--- config.mk ---
export PLATFORM = sky130hd
export DESIGN_NAME = slg_core
export DESIGN_NICKNAME = d
export VERILOG_FILES = /design/src/core/slg_pkg.sv /design/src/core/slg_core.sv /design/src/core/slg_fifo.sv
export SDC_FILE = /design/constraint.sdc
export NUM_CORES = 1
export LEC_CHECK = 0
export BUFFER_PORTS_ARGS = -buffer_cell sky130_fd_sc_hd__buf_2
export CAP_MARGIN = 20
export CORE_MARGIN = 2
export CORE_UTILIZATION = 59
export CTS_CLUSTER_DIAMETER = 50
export DETAILED_ROUTE_END_ITERATION = 6
export PLACE_DENSITY = 0.81
export SLEW_MARGIN = 30
export SYNTH_ARGS = -nofsm -noshare
export SYNTH_HDL_FRONTEND = slang
export SYNTH_SLANG_ARGS = --single-unit
--- constraint.sdc ---
create_clock -name ref_clk -period 4.65 [get_ports ref_clk]
set_clock_uncertainty 0.15 [all_clocks]
set_input_delay 0.2325 -clock ref_clk [delete_from_list [all_inputs] [get_ports ref_clk]]
set_output_delay 0.2325 -clock ref_clk [all_outputs]
set_load 0.01 [all_outputs]
--- src/core/slg_pkg.sv ---
package slg_pkg;

   // ****************************************************
   // register offsets (byte addresses)
   // ****************************************************
   localparam logic [7:0] ADDR_RST  = 8'h00;
   localparam logic [7:0] ADDR_GCR1 = 8'h04;
   localparam logic [7:0] ADDR_RBUF = 8'h08;
   localparam logic [7:0] ADDR_STAT = 8'h0c;

   // ****************************************************
   // field positions
   // ****************************************************
   localparam int BIT_RESET   = 0;
   localparam int BIT_TXEN    = 25;
   localparam int BIT_RXEN    = 24;
   localparam int BIT_LOOP    = 16;
   localparam int BIT_LINMODE = 6;
   localparam int STAT_RXFULL = 0;
   localparam int STAT_FERR   = 1;
   localparam int STAT_TXBUSY = 2;
   localparam int STAT_CKSPND = 3;

   // ****************************************************
   // write masks and reset values
   // ****************************************************
   localparam logic [31:0] GCR1_PLAIN_MASK = 32'h0303_04e7;
   localparam logic [31:0] GCR1_LIN_MASK   = 32'h0000_3a00;
   localparam logic [31:0] GCR1_SCI_MASK   = 32'h0000_0118;
   localparam logic [31:0] GCR1_RESET      = 32'h0000_0000;
   localparam logic        RST_RESET       = 1'h0;

   // ****************************************************
   // timing counts and sizes
   // ****************************************************
   localparam logic [3:0] BIT_LAST  = 4'hf;
   localparam logic [3:0] HALF_LAST = 4'h7;
   localparam logic [2:0] LAST_BIT  = 3'h7;
   localparam int         DATA_W    = 8;
   localparam int         FIFO_D    = 8;

   typedef enum logic [1:0] {
      TX_IDLE  = 2'h0,
      TX_START = 2'h1,
      TX_DATA  = 2'h3,
      TX_STOP  = 2'h2
   } slg_tx_state_t;

   typedef enum logic [1:0] {
      RX_IDLE  = 2'h0,
      RX_START = 2'h1,
      RX_DATA  = 2'h3,
      RX_STOP  = 2'h2
   } slg_rx_state_t;

endpackage

--- src/core/slg_core.sv ---
// What this block does
// - writing 0 to the module reset bit holds the module in reset, 1 releases it.
// - the module reset bit reads 0 while in reset and 1 once released.
// - bits 31 to 1 of the module reset register read zero and ignore writes.
// - bytes move from the transmit buffer into the shifter only while transmit enable is set.
// - bytes written while transmit enable is clear are never sent.
// - clearing transmit enable mid-frame lets the byte and any LIN checksum finish.
// - assembled characters reach the receive buffer only while receive enable is set.
// - bits 13, 12, 11 and 9 of the link control register change only in LIN mode.
// - bits 8, 4 and 3 of the link control register change only in SCI mode.
// - with receive enable clear, completed frames set no flags but the receive shifter keeps assembling.
// - loopback feeds the transmit line to the receiver and holds the transmit pin high.
//
// The plain strobed port and the address map were decided locally.
`timescale 1ns/1ps
module slg_core (
   input  wire logic               ref_clk,
   input  wire logic               rst_b,
   input  wire logic               clk_en,
   input  wire logic [7:0]         reg_addr,
   input  wire logic [31:0]        reg_wdata,
   input  wire logic               reg_wr,
   input  wire logic               reg_rd,
   output logic [31:0]             reg_rdata,
   input  wire logic [slg_pkg::DATA_W-1:0] tx_data,
   input  wire logic               tx_valid,
   output logic                    tx_ready,
   input  wire logic               serial_receive_pin,
   output logic                    serial_transmit_pin
);
   import slg_pkg::*;

   // ****************************************************
   // register file
   // ****************************************************
   logic        mrst_reg, mrst_next;
   logic [31:0] gcr1_reg, gcr1_next, wmask, rdata_reg, rdata_next;
   logic        txen, rxen, loop, lin, mod_on;

   assign mod_on = mrst_reg;
   assign txen   = gcr1_reg[BIT_TXEN];
   assign rxen   = gcr1_reg[BIT_RXEN];
   assign loop   = gcr1_reg[BIT_LOOP];
   assign lin    = gcr1_reg[BIT_LINMODE];

   // transmit and receive datapath state
   slg_tx_state_t tx_state, tx_state_next;
   slg_rx_state_t rx_state, rx_state_next;
   logic [7:0] tx_sh_reg, tx_sh_next, sum_reg, sum_next;
   logic [3:0] tx_cnt_reg, tx_cnt_next, rx_cnt_reg, rx_cnt_next;
   logic [2:0] tx_bit_reg, tx_bit_next, rx_bit_reg, rx_bit_next;
   logic       line_reg, line_next, cks_reg, cks_next;
   logic [7:0] rx_sh_reg, rx_sh_next, rbuf_reg, rbuf_next;
   logic       rxfull_reg, rxfull_next, ferr_reg, ferr_next;
   logic [8:0] sum_add;
   logic       f_in_valid, f_in_ready, f_out_valid, f_out_ready;
   logic [7:0] f_out_data;
   logic       load_cks, rx_in, rx_done, rbuf_rd, ferr_clr;

   always_comb begin
      wmask = GCR1_PLAIN_MASK | (lin ? GCR1_LIN_MASK : GCR1_SCI_MASK);
      mrst_next  = mrst_reg;
      gcr1_next  = gcr1_reg;
      rdata_next = 32'h0;
      if (reg_wr && reg_addr == ADDR_RST) begin
         mrst_next = reg_wdata[BIT_RESET];
      end
      if (reg_wr && reg_addr == ADDR_GCR1) begin
         gcr1_next = (gcr1_reg & ~wmask) | (reg_wdata & wmask);
      end
      if (reg_rd) begin
         unique case (reg_addr)
            ADDR_RST:  rdata_next = {31'h0, mrst_reg};
            ADDR_GCR1: rdata_next = gcr1_reg;
            ADDR_RBUF: rdata_next = {24'h0, rbuf_reg};
            ADDR_STAT: rdata_next = {28'h0, cks_reg,
                                     tx_state != TX_IDLE, ferr_reg,
                                     rxfull_reg};
            default:   rdata_next = 32'h0;
         endcase
      end
   end

   always_ff @(posedge ref_clk or negedge rst_b) begin
      if (!rst_b) begin
         mrst_reg  <= RST_RESET;
         gcr1_reg  <= GCR1_RESET;
         rdata_reg <= 32'h0;
      end else if (clk_en) begin
         mrst_reg  <= mrst_next;
         gcr1_reg  <= gcr1_next;
         rdata_reg <= rdata_next;
      end
   end

   assign reg_rdata = rdata_reg;
   assign rbuf_rd   = reg_rd && reg_addr == ADDR_RBUF;
   assign ferr_clr  = reg_wr && reg_addr == ADDR_STAT && reg_wdata[STAT_FERR];

   // ****************************************************
   // transmit buffer
   // ****************************************************
   assign f_in_valid = tx_valid && txen && mod_on;
   assign tx_ready   = f_in_ready || !(txen && mod_on);
   assign f_out_ready = tx_state == TX_IDLE && txen && mod_on;
   assign load_cks   = tx_state == TX_IDLE && cks_reg && mod_on
                       && !(txen && f_out_valid);

   slg_fifo #(
      .W(DATA_W),
      .D(FIFO_D)
   ) u_txbuf (
      .ref_clk   (ref_clk),
      .rst_b     (rst_b),
      .clk_en    (clk_en),
      .flush     (!mod_on),
      .in_valid  (f_in_valid),
      .in_ready  (f_in_ready),
      .in_data   (tx_data),
      .out_valid (f_out_valid),
      .out_ready (f_out_ready),
      .out_data  (f_out_data)
   );

   // ****************************************************
   // transmit shift register
   // ****************************************************
   assign sum_add = {1'b0, sum_reg} + {1'b0, f_out_data};

   always_comb begin
      tx_state_next = tx_state;
      tx_sh_next    = tx_sh_reg;
      tx_cnt_next   = tx_cnt_reg + 1'b1;
      tx_bit_next   = tx_bit_reg;
      sum_next      = sum_reg;
      cks_next      = cks_reg;
      unique case (tx_state)
         TX_IDLE: begin
            tx_cnt_next = 4'h0;
            if (f_out_ready && f_out_valid) begin
               tx_sh_next    = f_out_data;
               tx_state_next = TX_START;
               if (lin) begin
                  sum_next = sum_add[7:0] + {7'h0, sum_add[8]};
                  cks_next = 1'b1;
               end
            end else if (load_cks) begin
               tx_sh_next    = ~sum_reg;
               tx_state_next = TX_START;
               sum_next      = 8'h0;
               cks_next      = 1'b0;
            end
         end
         TX_START: begin
            if (tx_cnt_reg == BIT_LAST) begin
               tx_state_next = TX_DATA;
               tx_bit_next   = 3'h0;
            end
         end
         TX_DATA: begin
            if (tx_cnt_reg == BIT_LAST) begin
               tx_sh_next  = {1'b0, tx_sh_reg[7:1]};
               tx_bit_next = tx_bit_reg + 1'b1;
               if (tx_bit_reg == LAST_BIT) tx_state_next = TX_STOP;
            end
         end
         TX_STOP: begin
            if (tx_cnt_reg == BIT_LAST) tx_state_next = TX_IDLE;
         end
      endcase
      line_next = tx_state_next == TX_START ? 1'b0 :
                  tx_state_next == TX_DATA  ? tx_sh_next[0] : 1'b1;
      if (!mod_on) begin
         tx_state_next = TX_IDLE;
         tx_cnt_next   = 4'h0;
         tx_bit_next   = 3'h0;
         sum_next      = 8'h0;
         cks_next      = 1'b0;
         line_next     = 1'b1;
      end
   end

   always_ff @(posedge ref_clk or negedge rst_b) begin
      if (!rst_b) begin
         tx_state   <= TX_IDLE;
         tx_sh_reg  <= 8'h0;
         tx_cnt_reg <= 4'h0;
         tx_bit_reg <= 3'h0;
         sum_reg    <= 8'h0;
         cks_reg    <= 1'b0;
         line_reg   <= 1'b1;
      end else if (clk_en) begin
         tx_state   <= tx_state_next;
         tx_sh_reg  <= tx_sh_next;
         tx_cnt_reg <= tx_cnt_next;
         tx_bit_reg <= tx_bit_next;
         sum_reg    <= sum_next;
         cks_reg    <= cks_next;
         line_reg   <= line_next;
      end
   end

   assign serial_transmit_pin = loop ? 1'b1 : line_reg;

   // ****************************************************
   // receive shift register and buffer
   // ****************************************************
   assign rx_in   = loop ? line_reg : serial_receive_pin;
   assign rx_done = rx_state == RX_STOP && rx_cnt_reg == BIT_LAST;

   always_comb begin
      rx_state_next = rx_state;
      rx_cnt_next   = rx_cnt_reg + 1'b1;
      rx_bit_next   = rx_bit_reg;
      rx_sh_next    = rx_sh_reg;
      rbuf_next     = rbuf_reg;
      rxfull_next   = rxfull_reg && !rbuf_rd;
      ferr_next     = ferr_reg && !ferr_clr;
      unique case (rx_state)
         RX_IDLE: begin
            rx_cnt_next = 4'h0;
            if (!rx_in) rx_state_next = RX_START;
         end
         RX_START: begin
            if (rx_cnt_reg == HALF_LAST) begin
               rx_cnt_next   = 4'h0;
               rx_bit_next   = 3'h0;
               rx_state_next = rx_in ? RX_IDLE : RX_DATA;
            end
         end
         RX_DATA: begin
            if (rx_cnt_reg == BIT_LAST) begin
               rx_sh_next  = {rx_in, rx_sh_reg[7:1]};
               rx_bit_next = rx_bit_reg + 1'b1;
               if (rx_bit_reg == LAST_BIT) rx_state_next = RX_STOP;
            end
         end
         RX_STOP: begin
            if (rx_done) begin
               rx_state_next = RX_IDLE;
               if (rxen) begin
                  rbuf_next   = rx_sh_reg;
                  rxfull_next = 1'b1;
                  if (!rx_in) ferr_next = 1'b1;
               end
            end
         end
      endcase
      if (!mod_on) begin
         rx_state_next = RX_IDLE;
         rx_cnt_next   = 4'h0;
         rx_bit_next   = 3'h0;
         rxfull_next   = 1'b0;
         ferr_next     = 1'b0;
      end
   end

   always_ff @(posedge ref_clk or negedge rst_b) begin
      if (!rst_b) begin
         rx_state   <= RX_IDLE;
         rx_cnt_reg <= 4'h0;
         rx_bit_reg <= 3'h0;
         rx_sh_reg  <= 8'h0;
         rbuf_reg   <= 8'h0;
         rxfull_reg <= 1'b0;
         ferr_reg   <= 1'b0;
      end else if (clk_en) begin
         rx_state   <= rx_state_next;
         rx_cnt_reg <= rx_cnt_next;
         rx_bit_reg <= rx_bit_next;
         rx_sh_reg  <= rx_sh_next;
         rbuf_reg   <= rbuf_next;
         rxfull_reg <= rxfull_next;
         ferr_reg   <= ferr_next;
      end
   end
endmodule

--- src/core/slg_fifo.sv ---
`timescale 1ns/1ps
module slg_fifo #(
   parameter int W = 8,
   parameter int D = 8
) (
   input  wire logic         ref_clk,
   input  wire logic         rst_b,
   input  wire logic         clk_en,
   input  wire logic         flush,
   input  wire logic         in_valid,
   output logic              in_ready,
   input  wire logic [W-1:0] in_data,
   output logic              out_valid,
   input  wire logic         out_ready,
   output logic [W-1:0]      out_data
);
   localparam int AW = $clog2(D);
   localparam logic [AW:0] FULL_CNT = (AW+1)'(D);

   logic [W-1:0] mem [D];
   logic [AW-1:0] wr_reg, wr_next, rd_reg, rd_next;
   logic [AW:0]   cnt_reg, cnt_next;
   logic          push, pop;

   assign in_ready  = cnt_reg != FULL_CNT;
   assign out_valid = cnt_reg != '0;
   assign out_data  = mem[rd_reg];
   assign push      = in_valid && in_ready;
   assign pop       = out_valid && out_ready;

   always_comb begin
      wr_next  = wr_reg;
      rd_next  = rd_reg;
      cnt_next = cnt_reg;
      if (flush) begin
         wr_next  = '0;
         rd_next  = '0;
         cnt_next = '0;
      end else begin
         if (push) wr_next = wr_reg + 1'b1;
         if (pop) rd_next = rd_reg + 1'b1;
         if (push && !pop) cnt_next = cnt_reg + 1'b1;
         if (pop && !push) cnt_next = cnt_reg - 1'b1;
      end
   end

   always_ff @(posedge ref_clk or negedge rst_b) begin
      if (!rst_b) begin
         wr_reg  <= '0;
         rd_reg  <= '0;
         cnt_reg <= '0;
      end else if (clk_en) begin
         wr_reg  <= wr_next;
         rd_reg  <= rd_next;
         cnt_reg <= cnt_next;
      end
   end

   // storage holds no reset; entries are only read once written
   always_ff @(posedge ref_clk) begin
      if (clk_en && push && !flush) mem[wr_reg] <= in_data;
   end

endmodule

* Yosys cells after proc, flatten, opt, wreduce, memory -nomap -nowiden *
Memories as Yosys holds them, arrays and structs flattened.
Index checks and enable logic that the tools add are counted.

operators by class
  reduce and logical (&&, ||, !) cells = 48
  add/subtract/negate cells = 10
  eq/ne operators = 34
  bitwise operators = 5
  multiplexer cells = 69

operators by type and width
  operator                                                         number
  32-bit one-hot mux with 4 select lines                           1
  8-bit two-way mux                                                8
  32-bit by 26-bit AND with 32-bit output                          1
  32-bit AND                                                       1
  32-bit two-way mux                                               1
  26-bit inverter with 32-bit output                               1
  32-bit bitwise OR                                                1
  3-bit two-way mux                                                10
  2-bit two-way mux                                                14
  4-bit two-way mux                                                7
  3-bit != test, second input constant                             8
  1-bit logical AND                                                23
  1-bit two-way mux                                                21
  4-bit AND reduction                                              5
  8-bit by 4-bit == test with 1-bit output, second input constant  2
  2-bit one-hot mux with 4 select lines                            2
  8-bit one-hot mux with 2 select lines                            1
  14-bit two-way mux                                               1
  3-bit by 1-bit adder with 3-bit output, second input constant    4
  4-bit by 1-bit adder with 4-bit output, second input constant    3
  3-bit by 1-bit != test with 1-bit output, second input constant  4
  3-bit one-hot mux with 2 select lines                            2
  2-bit == test, second input constant                             5
  2-bit AND reduction                                              5
  other kinds (22)                                                 35

storage, ports and cells
  output and inout bits = 34
  RAM bits = 64
  register bits after elaboration = 129
  bits of input ports = 55
  memories = 1

memory list
  memory       words  width  rd ports  clocked after Yosys merged registers in  wr ports  RTL line        RTL
  u_txbuf.mem  8      8      1         0                                        1         slg_fifo.sv:20  logic [W-1:0] mem [D];

* Longest topological paths before layout *
Gate-level depths: netlist of run 1.

  depth after elaboration = 11
  depth in mapped cells = 16

* Cells and area by module *
A second synthesis of run 1 with hierarchy kept.

second synthesis, totals
  cell total of the unflattened synthesis = 635
  area total of the unflattened synthesis = 8,084.0 um2

modules (own cells, without submodules)
  module    cells an instance  area an instance (um2)  sequential area each (um2)  instances
  slg_core  454                4,839.6                 2,278.4                     1
  slg_fifo  181                3,244.4                 2,172.1                     1

* Worst setup path after synthesis of run 1 *
No wires, ideal clock.

  kind = register to register
  from = register u_txbuf.rd_reg[0]
  to = register sum_reg[6]
  clock period less this slack = 4.039 ns
  arrival time = 3.794 ns
  setup time = 0.096 ns
  data required time = 4.404 ns
  path slack = 0.611 ns
  buffers on the path = 1
  cell stages (with the launch flop) = 17
  cell sequence = dfrtp_1 buf_6 mux4_1 mux2_2 ha_1 fa_1 a211oi_2 o21ai_0 o211a_1 o21ai_0 nand2b_1 ha_1 ha_1 and4_1 a311oi_1 nor2b_1 o31ai_1

on the way
  word-level cells in the longest chain between the ends = 7

ends and longest elaborated chain
  element                                 RTL line         RTL
  start: declaration                      slg_fifo.sv:21   logic [AW-1:0] wr_reg, wr_next, rd_reg, rd_next;
  start signal: assignment                slg_fifo.sv:54   rd_reg <= rd_next;
  memory 8 x 8 bit                        --
  8-bit by 8-bit adder with 9-bit output  slg_core.sv:128  assign sum_add = {1'b0, sum_reg} + {1'b0, f_out_data};
  8-bit by 1-bit adder with 8-bit output  slg_core.sv:144  sum_next = sum_add[7:0] + {7'h0, sum_add[8]};
  8-bit two-way mux                       slg_core.sv:143  if (lin) begin
  8-bit two-way mux                       slg_core.sv:140  if (f_out_ready && f_out_valid) begin
  8-bit two-way mux                       slg_core.sv:137  unique case (tx_state)
  8-bit two-way mux                       slg_core.sv:173  if (!mod_on) begin
  end signal: assignment                  slg_core.sv:197  sum_reg <= sum_next;
  end: declaration                        slg_core.sv:49   logic [7:0] tx_sh_reg, tx_sh_next, sum_reg, sum_next;

Every way passes these cells. The select of a mux whose other input is x is not followed.
A chain may end at the register's enable or synchronous reset.

* Worst setup path after layout of run 1 *
  from = register u_txbuf.rd_reg[0]
  to = register sum_reg[7]

The elaborated chain is that of the path after synthesis.

==> results.sh, run 1 <==
export IMPL_timing_fmax_mhz=229.9
export IMPL_final_setup_viol_count=0
export IMPL_crit_path_end_kind="register"
export IMPL_viasPerCell=6.170
export IMPL_pin_count_of_the_biggest_net_entering_global_routing=61
export IMPL_setup_repair_after_global_routing_missed_its_margin="no"
export IMPL_grt_use_total_pct=25.54
export IMPL_netlist_top_cells_area="sky130_fd_sc_hd__dfrtp_1 (31%), sky130_fd_sc_hd__edfxtp_1 (24%), sky130_fd_sc_hd__mux2_2 (5.2%)"
export IMPL_start_util_pct=60.53
export IMPL_dp_hpwl_um=11380
export IMPL_count_of_flip_flops_with_a_built_in_enable_after_synthesis=64
export IMPL_dieHeight_um=120.6
export IMPL_met1_usage_pct=33.89
export IMPL_yosys_reg_bits=165
export IMPL_numClockSinks=165
export IMPL_row_count=42
export IMPL_ff2ff_setup_slack_ns=0.30
export IMPL_r2r_start="u_txbuf.rd_reg[0]$_DFFE_PN0P_"
export IMPL_irDropWorstVdd_v=0.0003483
export IMPL_globalRoute_totalOverflow=0
export IMPL_final_setup_tns_ns=0
export IMPL_timing_worst_slew_pin_value_ns=0.8613
export IMPL_layout_nets=810
export IMPL_place_detailed_instances=858
export IMPL_layout_min_cycle_time_ns=4.350
export IMPL_router_iterations_before_antenna_repair=7
export IMPL_num_antenna_cells=0
export IMPL_root_buf_cell="sky130_fd_sc_hd__clkbuf_16"
export IMPL_first_global_vias=5697
export IMPL_syn_to_final_growth_pct=15.97
export IMPL_number_of_flip_flops_in_the_largest_register=64
export IMPL_worstPathRequired_ns=4.82
export IMPL_post_route_drc_violation_count=1
export IMPL_ctsLongestPathBuffers=2
export IMPL_place_congestion=0.9239
export IMPL_worst_path_largest_cell_delay_ns=0.56
export IMPL_r2r_cells=15
export IMPL_post_synth_cell_area_avg_um2=12.48
export IMPL_cell_taking_the_most_area_after_synthesis="sky130_fd_sc_hd__dfrtp_1"
export IMPL_cp_start_kind="register"
export IMPL_drt_wirelength_per_cell_um=19.16
export IMPL_yosysTopAreaCellShare_pct=31.22
export IMPL_final_core_util_pct=70.19
export IMPL_yosys_cell_count_top_type="sky130_fd_sc_hd__dfrtp_1"
export IMPL_status="finished with violations"
export IMPL_finalCritPeriodShare_pct=93.54
export IMPL_startpoint_of_the_most_critical_hold_path="reg_wr"
export IMPL_initial_antenna_violation_count=0
export IMPL_syn_inst=642
export IMPL_ioPinCount=89
export IMPL_timing_max_cap_violations=0
export IMPL_relSlewSlack_pct=42.37
export IMPL_numCtsBuffers=17
export IMPL_report_final_slew_viol_count=0
export IMPL_power_density_nw_per_um2=330.1
export IMPL_netlist_area_um2=8015
export IMPL_cts_reportedPaths_clkPinSlew_ns=0.07
export IMPL_yosys_warnings=0
export IMPL_clk_insertion_delay_late_ns=0.43
export IMPL_crit_type="reg -> reg"
export IMPL_yosysSeqAreaShare_pct=55.53
export IMPL_number_of_buffers_inserted_to_repair_setup_after_cts=0
export IMPL_core_area_um2=13240
export IMPL_synthArstFlopShare_pct=61.21
export IMPL_drt_first_iter_violations=499
export IMPL_critPathSlowestCell="sky130_fd_sc_hd__mux4_1"
export IMPL_final_hold_violation_count=0
export IMPL_worst_hold_path_num_cells=3
export IMPL_met3_usage_pct=5.849
export IMPL_routed_via_count=5658
export IMPL_buffer_ports_inserted=60
export IMPL_ys_types=71
export IMPL_groute_layer_met2_usage_pct=40.61
export IMPL_antenna_violating_nets_post_route=0
export IMPL_cell_chain_critical_path="buf_4 > mux4_1 > mux2_2 > ha_1 > a211oi_2 > o21ai_0 > o211a_1 > o21ai_0 > nand2b_1 > ha_1 > o2111a_1 > nand4_1 > nor4b_2 > xnor3_1 > a22o_1"
export IMPL_grt_first_pass_wirelength_um=28620
export IMPL_die_w_um=120.6
export IMPL_h_tree_depth=4
export IMPL_grt_most_used_layer="met2"
export IMPL_wirelength_um=17570
export IMPL_fp_dieArea_um2=14530
export IMPL_min_to="mod_on$_DFFE_PN0P_"
export IMPL_post_route_cells_drive_above_1_share_pct=21.59
export IMPL_leakage_nw=4.098
export IMPL_worstPathArrival_ns=4.52
export IMPL_hp_class="in -> reg"
export IMPL_crit_reg2reg_capture="sum_reg[7]$_DFFE_PN0P_"
export IMPL_postSynth_topFlopCell="sky130_fd_sc_hd__dfrtp_1"
export IMPL_worstPathMaxFanout=8
export IMPL_clock_tree_from_tritoncts="yes"
export IMPL_ys_top_cells_by_count="sky130_fd_sc_hd__dfrtp_1 (100), sky130_fd_sc_hd__nand2_1 (77), sky130_fd_sc_hd__edfxtp_1 (64)"
export IMPL_violations="DRC"
export IMPL_fill_cells=845
export IMPL_post_layout_nonfiller_instances=917
==> power breakdown <==
part / switching (W) / total (W) / internal [W] / leakage, nW
sequential: 0.00000723 / 0.00153 / 0.00152 / 1.97
clock: 0.000609 / 0.00143 / 0.000824 / 0.300
combinational: 0.0000685 / 0.000110 / 0.0000416 / 1.82
==> timing repair <==
action                                  4_1_cts  5_1_grt
resized for setup                             0        1
hold buffers                                 27        0
endpoints found under the setup margin        0        2
endpoints found under the hold margin       123        0
==> routing by layer <==
layer | share of wire, % | wire length [um]
met1 | 42 | 7301
met2 | 50 | 8864
met3 | 5.8 | 1016
met4 | 2.2 | 391
met5 | 0 | 0
==> cell usage in the layout (no fill, tap or decap), types with 7 or more instances in the layout <==
cell / netlist / final
sky130_fd_sc_hd__a21oi_1: 8 / 8
sky130_fd_sc_hd__conb_1: 1 / 14
sky130_fd_sc_hd__ha_1: 25 / 25
sky130_fd_sc_hd__o21ai_0: 46 / 45
sky130_fd_sc_hd__a22o_1: 34 / 34
sky130_fd_sc_hd__nor2_1: 34 / 34
sky130_fd_sc_hd__dlygate4sd3_1: 0 / 27
sky130_fd_sc_hd__buf_2: 3 / 59
sky130_fd_sc_hd__dfrtp_1: 100 / 100
sky130_fd_sc_hd__mux2_2: 37 / 37
sky130_fd_sc_hd__edfxtp_1: 64 / 64
sky130_fd_sc_hd__nand2b_1: 7 / 7
sky130_fd_sc_hd__clkbuf_16: 0 / 17
sky130_fd_sc_hd__nand4_1: 7 / 7
sky130_fd_sc_hd__nand2_1: 77 / 77
sky130_fd_sc_hd__mux4_1: 13 / 13
sky130_fd_sc_hd__nand3_1: 17 / 17
sky130_fd_sc_hd__inv_1: 16 / 16
sky130_fd_sc_hd__buf_4: 14 / 11
==> metrics by stage <==
step | area [um2] | total power, W | worst slack [ns] | hold WS [ns]
after floorplan | 8064 | 0.001600 | 0.6106 | -0.2131
after global placement | 8421 | 0.001639 | 0.4687 | 0.09734
after detailed placement | 8421 | 0.001643 | 0.3241 | 0.1052
after CTS | 9295 | 0.003082 | 0.3160 | 0.04962
after global routing | 9295 | 0.003156 | 0.07231 | 0.08256
final | 9295 | 0.003069 | 0.3004 | 0.07120
==> worst max-delay path, delay by kind of cell, from the launching register on <==
kind                     cells  cell delay [ns]
flip-flops                   1             0.53
multiplexers                 2             0.88
AND/OR/NAND/NOR              3             0.58
adder cells (fa/ha/maj)      2             0.56
XOR/XNOR                     1             0.26
buffers and inverters        1             0.25
AO/OA/AOI/OAI                6             1.01
==> cell type report <==
type	count	area, um2	share of cell area, %
Multi-Input combinational cell	429	3304	35.55
Tap cell	176	220.2	2.369
Timing Repair Buffer	97	648.1	6.973
Clock buffer	19	442.9	4.765
Inverter	18	67.56	0.7269
Clock inverter	13	161.4	1.736
Sequential cell	165	4451	47.88
==> how the worst max path moves through the flow <==
stage / from / end / cells after the start
final: u_txbuf.rd_reg[0]$_DFFE_PN0P_ / sum_reg[7]$_DFFE_PN0P_ / 15
after detailed placement: u_txbuf.rd_reg[0]$_DFFE_PN0P_ / sum_reg[7]$_DFFE_PN0P_ / 15
after CTS: u_txbuf.rd_reg[0]$_DFFE_PN0P_ / sum_reg[7]$_DFFE_PN0P_ / 15
after floorplan: u_txbuf.rd_reg[0]$_DFFE_PN0P_ / sum_reg[6]$_DFFE_PN0P_ / 16
after global placement: u_txbuf.rd_reg[0]$_DFFE_PN0P_ / sum_reg[6]$_DFFE_PN0P_ / 15
after global routing: u_txbuf.rd_reg[0]$_DFFE_PN0P_ / sum_reg[7]$_DFFE_PN0P_ / 15
==> cell families (layout without fill, tap and decap cells) <==
family / count (synthesis) / count (layout) / synth area share [%]
XOR/XNOR: 9 / 9 / 1.155
multiplexers: 61 / 61 / 11.52
AO/OA/AOI/OAI: 139 / 139 / 12.86
other: 1 / 14 / 0.04679
flip-flops: 165 / 165 / 55.53
buffers and inverters: 61 / 147 / 3.856
adder cells (fa/ha/maj): 27 / 27 / 4.402
AND/OR/NAND/NOR: 179 / 179 / 10.63
(Power assumes the default switching activity.)
==> run 2, diff against run 1 <==
==> constraint.sdc (replaced) <==
create_clock -name ref_clk -period 4.65 [get_ports ref_clk]
set_clock_uncertainty 0.15 [all_clocks]
set_input_delay 0.465 -clock ref_clk [delete_from_list [all_inputs] [get_ports ref_clk]]
set_output_delay 0.465 -clock ref_clk [all_outputs]
set_load 0.01 [all_outputs]
==> results.sh, run 2 (synthesis results as in run 1) <==
export IMPL_timing_max_cap_violations=0
export IMPL_timing_worst_slew_pin_value_ns=0.9753
export IMPL_worstPathRequired_ns=4.84
export IMPL_wirelength_um=17650
export IMPL_report_final_slew_viol_count=0
export IMPL_power_density_nw_per_um2=339.5
export IMPL_pin_count_of_the_biggest_net_entering_global_routing=62
export IMPL_relSlewSlack_pct=34.74
export IMPL_first_global_vias=5537
export IMPL_numClockSinks=165
export IMPL_dieHeight_um=120.6
export IMPL_fp_dieArea_um2=14530
export IMPL_drt_wirelength_per_cell_um=19.76
export IMPL_worstPathArrival_ns=4.59
export IMPL_layout_min_cycle_time_ns=4.398
export IMPL_place_congestion=0.9272
export IMPL_crit_type="reg -> reg"
export IMPL_crit_path_end_kind="register"
export IMPL_final_setup_tns_ns=0
export IMPL_final_setup_viol_count=0
export IMPL_power_report_internal_total_w=0.002362
export IMPL_post_layout_total_power_w=0.003083
export IMPL_timing_fmax_mhz=227.4
export IMPL_antenna_violating_nets_post_route=0
export IMPL_h_tree_depth=4
export IMPL_worstPathMaxFanout=8
export IMPL_critPathSlowestCell="sky130_fd_sc_hd__mux4_1"
export IMPL_worst_path_largest_cell_delay_ns=0.58
export IMPL_layout_nets=786
export IMPL_ioPinCount=89
export IMPL_status="complete, no violations"
export IMPL_irDropWorstVdd_v=0.0003380
export IMPL_hp_class="in -> reg"
export IMPL_combinationalPowerShare_pct=3.1
export IMPL_final_core_util_pct=68.58
export IMPL_setup_repair_after_global_routing_missed_its_margin="no"
export IMPL_post_route_cells_drive_above_1_share_pct=23.01
export IMPL_num_antenna_cells=0
export IMPL_cell_chain_critical_path="buf_4 > mux4_1 > mux2_2 > fa_1 > a211oi_4 > o21ai_0 > o211a_1 > o21ai_0 > nand2b_1 > ha_1 > ha_1 > and4_1 > a311oi_2 > nor2b_1 > o31ai_2"
export IMPL_power_switching_w=0.0007211
export IMPL_finalCritPeriodShare_pct=94.58
export IMPL_clk_insertion_delay_late_ns=0.43
export IMPL_number_of_flip_flops_in_the_largest_register=64
export IMPL_final_hold_violation_count=0
export IMPL_grt_first_pass_wirelength_um=28200
export IMPL_grt_use_total_pct=25.42
export IMPL_drt_first_iter_violations=504
export IMPL_postPlaceCellArea_um2=8428
export IMPL_clock_tree_from_tritoncts="yes"
export IMPL_router_iterations_before_antenna_repair=6
export IMPL_dp_hpwl_um=11570
export IMPL_final_design_area_no_fill_um2=9082
export IMPL_clock_power_share_pct=47.5
export IMPL_cts_reportedPaths_clkPinSlew_ns=0.07
export IMPL_syn_to_final_growth_pct=13.32
export IMPL_leakage_nw=3.999
export IMPL_viasPerCell=6.188
export IMPL_swShare_pct=23.39
export IMPL_power_frac_seq_pct=49.4
export IMPL_buffer_ports_inserted=60
export IMPL_most_common_layout_cells="sky130_fd_sc_hd__dfrtp_1 (99), sky130_fd_sc_hd__nand2_1 (77), sky130_fd_sc_hd__edfxtp_1 (64)"
export IMPL_most_frequent_standard_cell_in_the_layout_excluding_fill_and_tap_cells="sky130_fd_sc_hd__dfrtp_1"
export IMPL_core_area_um2=13240
export IMPL_numCtsBuffers=17
export IMPL_routed_via_count=5526
export IMPL_cp_start_kind="register"
export IMPL_ctsLongestPathBuffers=2
export IMPL_globalRoute_totalOverflow=0
export IMPL_die_w_um=120.6
export IMPL_initial_antenna_violation_count=0
export IMPL_post_route_drc_violation_count=0
export IMPL_start_util_pct=60.53
export IMPL_row_count=42
export IMPL_root_buf_cell="sky130_fd_sc_hd__clkbuf_16"
-- run 2: changes by cell type in the layout (fill, tap and decap cells not counted), sizes merged --
cell	previous run	this run
clkinvlp	0	2
buf	70	72
clkbuf	19	17
clkinv	5	6
dlygate4sd3	27	1
inv	24	23
-- run 2: path summary, 6_finish.rpt --
kind                                               startpoint                       end  slack, ns  cells after the start
max in group asynchronous                               rst_b  gcr1_reg[16]$_DFFE_PN0P_       2.77                      3
worst min-delay path                            reg_wdata[17]  gcr1_reg[17]$_DFFE_PN0P_       0.11                      2
min in group asynchronous                               rst_b                 async pin       0.51                      2
worst min register to register        rbuf_reg[7]$_DFFE_PN0P_   rbuf_reg[7]$_DFFE_PN0P_       0.34                      2
worst max-delay path            u_txbuf.rd_reg[0]$_DFFE_PN0P_    sum_reg[6]$_DFFE_PN0P_       0.25                     15
worst max register to register  u_txbuf.rd_reg[0]$_DFFE_PN0P_    sum_reg[6]$_DFFE_PN0P_       0.25                     15
-- run 2: layer usage --
| metal | part of all wire (%) | global-route usage (%) | vias to the layer above |
|---|---|---|---|
| met1 | 42 | 33.63 | 2800 |
| met2 | 50 | 41.38 | 198 |
| met3 | 5.9 | 6.368 | 31 |
| met5 | 0 | 0 | - |
| met4 | 1.6 | 8.576 | 0 |
| li1 | - | - | 2497 |
-- run 2: area by class of cell --
type	count	area (um2)
well taps	176	220.2
clock buffers	17	425.4
fillers	901	4160
clock inverters	15	191.4
multi-input cells	429	3323
repair buffers	73	402.9
inverters	18	67.56
flip-flops and latches	165	4452
-- run 2: worst max-delay path: cells and delay by family, from the launching register on --
family | cells | cell delay (ns)
buf+inv | 1 | 0.20
compound gates | 6 | 1.32
flops | 1 | 0.45
mux | 2 | 0.91
fa+ha+maj | 3 | 0.91
simple gates | 3 | 0.36
-- run 2: what timing repair did --
item	CTS	global route
resized for setup	0	4
endpoints found under the hold margin	60	0
endpoints found under the setup margin	0	1
buffers inserted	0	1
hold buffers	1	0
-- run 2: power by group through the flow --
stage                     Clock, W  Sequential (W)  Combinational [W]
after floorplan                  0         0.00155          0.0000493
after global placement           0         0.00155          0.0000865
after detailed placement         0         0.00155          0.0000911
after CTS                  0.00148         0.00152          0.0000936
after global routing       0.00154         0.00152           0.000104
final                      0.00146         0.00152          0.0000942
-- run 2: stage by stage --
stage | instances | hold WS [ns] | worst slack (ns)
after CTS | 892 | 0.09669 | 0.1665
after floorplan | 655 | 0.01941 | 0.6106
final | 893 | 0.1101 | 0.2518
after global placement | 859 | 0.3047 | 0.3929
after global routing | 893 | 0.1041 | 0.02216
after detailed placement | 859 | 0.3206 | 0.1393
==> run 3, diff against run 2 <==
--- a/config.mk
+++ b/config.mk
@@ -5,6 +5,7 @@
 export SDC_FILE = /design/constraint.sdc
 export NUM_CORES = 1
 export LEC_CHECK = 0
+export ABC_AREA = 1
 export BUFFER_PORTS_ARGS = -buffer_cell sky130_fd_sc_hd__buf_2
 export CAP_MARGIN = 20
 export CORE_MARGIN = 2
==> results.sh, run 3 <==
export IMPL_drt_first_iter_violations=687
export IMPL_clk_insertion_delay_late_ns=0.43
export IMPL_r2r_start="u_txbuf.rd_reg[0]$_DFFE_PN0P_"
export IMPL_post_route_drc_violation_count=0
export IMPL_yosys_cell_count_top_type="sky130_fd_sc_hd__nand2_1"
export IMPL_ys_types=47
export IMPL_worstPathArrival_ns=3.73
export IMPL_first_global_vias=5989
export IMPL_drt_wirelength_per_cell_um=14.84
export IMPL_root_buf_cell="sky130_fd_sc_hd__clkbuf_16"
export IMPL_yosys_warnings=0
export IMPL_startpoint_of_the_most_critical_hold_path="reg_wdata[17]"
export IMPL_relSlewSlack_pct=36.80
export IMPL_r2r_cells=21
export IMPL_core_area_um2=13720
export IMPL_cts_reportedPaths_clkPinSlew_ns=0.06
export IMPL_final_setup_tns_ns=0
export IMPL_power_switching_w=0.001426
export IMPL_dieHeight_um=121.9
export IMPL_numCtsBuffers=17
export IMPL_place_congestion=0.8905
export IMPL_num_antenna_cells=0
export IMPL_netlist_top_cells_area="sky130_fd_sc_hd__dfrtp_1 (31%), sky130_fd_sc_hd__edfxtp_1 (23%), sky130_fd_sc_hd__nand2_1 (11%)"
export IMPL_cp_start_kind="register"
export IMPL_cell_taking_the_most_area_after_synthesis="sky130_fd_sc_hd__dfrtp_1"
export IMPL_most_common_layout_cells="sky130_fd_sc_hd__nand2_1 (250), sky130_fd_sc_hd__dfrtp_1 (100), sky130_fd_sc_hd__nor2_1 (84)"
export IMPL_timing_worst_slew_pin_value_ns=0.9407
export IMPL_antenna_violating_nets_post_route=0
export IMPL_post_layout_total_power_w=0.004178
export IMPL_final_hold_violation_count=0
export IMPL_initial_antenna_violation_count=0
export IMPL_die_w_um=121.9
export IMPL_grt_first_pass_wirelength_um=28790
export IMPL_pin_count_of_the_biggest_net_entering_global_routing=69
export IMPL_ff2ff_setup_slack_ns=1.09
export IMPL_dp_hpwl_um=11510
export IMPL_router_iterations_before_antenna_repair=5
export IMPL_clock_tree_from_tritoncts="yes"
export IMPL_layout_nets=1051
export IMPL_numClockSinks=165
export IMPL_timing_fmax_mhz=280.8
export IMPL_crit_type="reg -> reg"
export IMPL_routed_via_count=6337
export IMPL_number_of_buffers_inserted_to_repair_setup_after_cts=0
export IMPL_crit_path_end_kind="register"
export IMPL_power_density_nw_per_um2=453.8
export IMPL_postPlaceCellArea_um2=8594
export IMPL_netlist_area_um2=8194
export IMPL_status="complete, no violations"
export IMPL_viasPerCell=5.454
export IMPL_h_tree_depth=4
export IMPL_start_util_pct=59.73
export IMPL_number_of_flip_flops_in_the_largest_register=64
export IMPL_ctsLongestPathBuffers=2
export IMPL_fp_dieArea_um2=14850
export IMPL_hp_class="in -> reg"
export IMPL_swShare_pct=34.13
export IMPL_wirelength_um=17240
export IMPL_postSynth_topFlopCell="sky130_fd_sc_hd__dfrtp_1"
export IMPL_worstPathMaxFanout=20
export IMPL_syn_to_final_growth_pct=12.37
export IMPL_syn_inst=905
export IMPL_ys_top_cells_by_count="sky130_fd_sc_hd__nand2_1 (250), sky130_fd_sc_hd__dfrtp_1 (100), sky130_fd_sc_hd__nor2_1 (84)"
export IMPL_post_route_cells_drive_above_1_share_pct=14.46
export IMPL_globalRoute_totalOverflow=0
export IMPL_count_of_flip_flops_with_a_built_in_enable_after_synthesis=64
export IMPL_min_to="gcr1_reg[17]$_DFFE_PN0P_"
export IMPL_most_frequent_standard_cell_in_the_layout_excluding_fill_and_tap_cells="sky130_fd_sc_hd__nand2_1"
export IMPL_leakage_nw=4.320
export IMPL_layout_min_cycle_time_ns=3.562
export IMPL_setup_repair_after_global_routing_missed_its_margin="no"
export IMPL_fill_cells=1073
export IMPL_clock_power_share_pct=32.5
export IMPL_worstPathRequired_ns=4.81
export IMPL_final_setup_viol_count=0
export IMPL_finalCritPeriodShare_pct=76.60
export IMPL_yosysSeqAreaShare_pct=54.31
export IMPL_row_count=43
export IMPL_power_frac_seq_pct=41.0
export IMPL_timing_max_cap_violations=0
export IMPL_power_report_internal_total_w=0.002752
export IMPL_final_design_area_no_fill_um2=9208
export IMPL_ioPinCount=89
export IMPL_crit_reg2reg_capture="sum_reg[6]$_DFFE_PN0P_"
export IMPL_irDropWorstVdd_v=0.0003166
export IMPL_cts_resized_gates=0
export IMPL_buffer_ports_inserted=60
export IMPL_report_final_slew_viol_count=0
export IMPL_yosys_reg_bits=165
export IMPL_grt_use_total_pct=24.94
export IMPL_post_synth_cell_area_avg_um2=9.054
export IMPL_yosysTopAreaCellShare_pct=30.54
export IMPL_synthArstFlopShare_pct=61.21
export IMPL_combinationalPowerShare_pct=26.5
export IMPL_worst_hold_path_num_cells=3
run 3: cell count changes after synthesis, moves of 9 or more:
| cell | change |
|---|---|
| sky130_fd_sc_hd__clkbuf_1 | -14 |
| sky130_fd_sc_hd__o21ai_0 | +31 |
| sky130_fd_sc_hd__a21oi_1 | +13 |
| sky130_fd_sc_hd__nand3_1 | +38 |
| sky130_fd_sc_hd__inv_1 | +65 |
| sky130_fd_sc_hd__a22o_1 | -30 |
| sky130_fd_sc_hd__a32o_1 | +9 |
| sky130_fd_sc_hd__o21ai_1 | +9 |
| sky130_fd_sc_hd__mux2_2 | -33 |
| sky130_fd_sc_hd__mux4_1 | -13 |
| sky130_fd_sc_hd__nor2_1 | +50 |
| sky130_fd_sc_hd__nand2_1 | +173 |
run 3: power by group through the flow:
stage	logic, W	clock network, W	registers (W)
6_report	0.00111	0.00136	0.00171
5_1_grt	0.00128	0.00143	0.00173
4_1_cts	0.00110	0.00137	0.00171
3_5_place_dp	0.00108	0	0.00174
3_3_place_gp	0.00106	0	0.00173
2_1_floorplan	0.000848	0	0.00172
run 3: stage by stage:
step | cells | setup WS [ns] | utilization [%] | hold slack, ns
final | 1162 | 1.088 | 67.11 | 0.08946
after global routing | 1162 | 0.6154 | 67.11 | 0.09416
after CTS | 1160 | 1.130 | 66.89 | 0.01640
after detailed placement | 1128 | 1.135 | 62.64 | 0.3097
after global placement | 1128 | 1.141 | 62.64 | 0.3055
after floorplan | 918 | 1.462 | - | 0.01941
run 3: layer usage:
metal	GRT usage [%]	part of all wire, %
met1	34.50	45
met2	40.15	49
met3	5.103	4.4
met4	7.615	1.2
met5	0	0
run 3: logic make-up after synthesis:
family                     Yosys count  synth area share, %
AOI/OAI and AO/OA                  148                10.80
adders and majority gates           27                4.306
xor gates and xnor gates             6               0.6414
buffers and inverters              126                6.825
and+or+nand+nor                    428                22.52
other                                1              0.04576
muxes                                4               0.5497
DFF                                165                54.31
run 3: timing repair:
item | CTS | global route
hold buffers | 0 | 1
setup endpoints to repair | 0 | 0
hold endpoints to repair | 0 | 24
run 3: how the worst max path moves through the flow:
stage	startpoint	to	cells past startpoint
after CTS	u_txbuf.rd_reg[2]$_DFFE_PN0P_	sum_reg[6]$_DFFE_PN0P_	17
after floorplan	u_txbuf.rd_reg[0]$_DFFE_PN0P_	sum_reg[6]$_DFFE_PN0P_	21
final	u_txbuf.rd_reg[0]$_DFFE_PN0P_	sum_reg[6]$_DFFE_PN0P_	21
after global placement	u_txbuf.rd_reg[2]$_DFFE_PN0P_	sum_reg[6]$_DFFE_PN0P_	17
after detailed placement	u_txbuf.rd_reg[2]$_DFFE_PN0P_	sum_reg[6]$_DFFE_PN0P_	17
after global routing	u_txbuf.rd_reg[0]$_DFFE_PN0P_	sum_reg[6]$_DFFE_PN0P_	22
run 3: critical path, stage by stage, from the launching register on:
cell	delay, ns
sky130_fd_sc_hd__dfrtp_1	0.34
sky130_fd_sc_hd__inv_1	0.19
sky130_fd_sc_hd__buf_4	0.27
sky130_fd_sc_hd__o21ai_0	0.26
sky130_fd_sc_hd__nand2_1	0.08
sky130_fd_sc_hd__o21a_1	0.20
sky130_fd_sc_hd__ha_1	0.40
sky130_fd_sc_hd__nand2_1	0.08
sky130_fd_sc_hd__nor2_1	0.10
sky130_fd_sc_hd__nand2_1	0.07
sky130_fd_sc_hd__nand3_1	0.09
sky130_fd_sc_hd__a21oi_1	0.08
sky130_fd_sc_hd__o21bai_1	0.13
sky130_fd_sc_hd__ha_1	0.18
sky130_fd_sc_hd__ha_1	0.14
sky130_fd_sc_hd__inv_1	0.05
sky130_fd_sc_hd__nor2_1	0.14
sky130_fd_sc_hd__nand3_1	0.13
sky130_fd_sc_hd__nor2_1	0.15
sky130_fd_sc_hd__nand3_1	0.09
sky130_fd_sc_hd__nand2_1	0.07
sky130_fd_sc_hd__o21ai_1	0.05
run 3: final cells by class:
| cell class | count | area, um2 | area share [%] |
|---|---|---|---|
| Inverter | 90 | 337.8 | 3.669 |
| Multi-Input combinational cell | 627 | 3233 | 35.11 |
| Sequential cell | 165 | 4451 | 48.34 |
| Timing Repair Buffer | 68 | 377.9 | 4.104 |
| Tap cell | 180 | 225.2 | 2.446 |
| Clock buffer | 19 | 475.5 | 5.164 |
| Clock inverter | 13 | 107.6 | 1.169 |
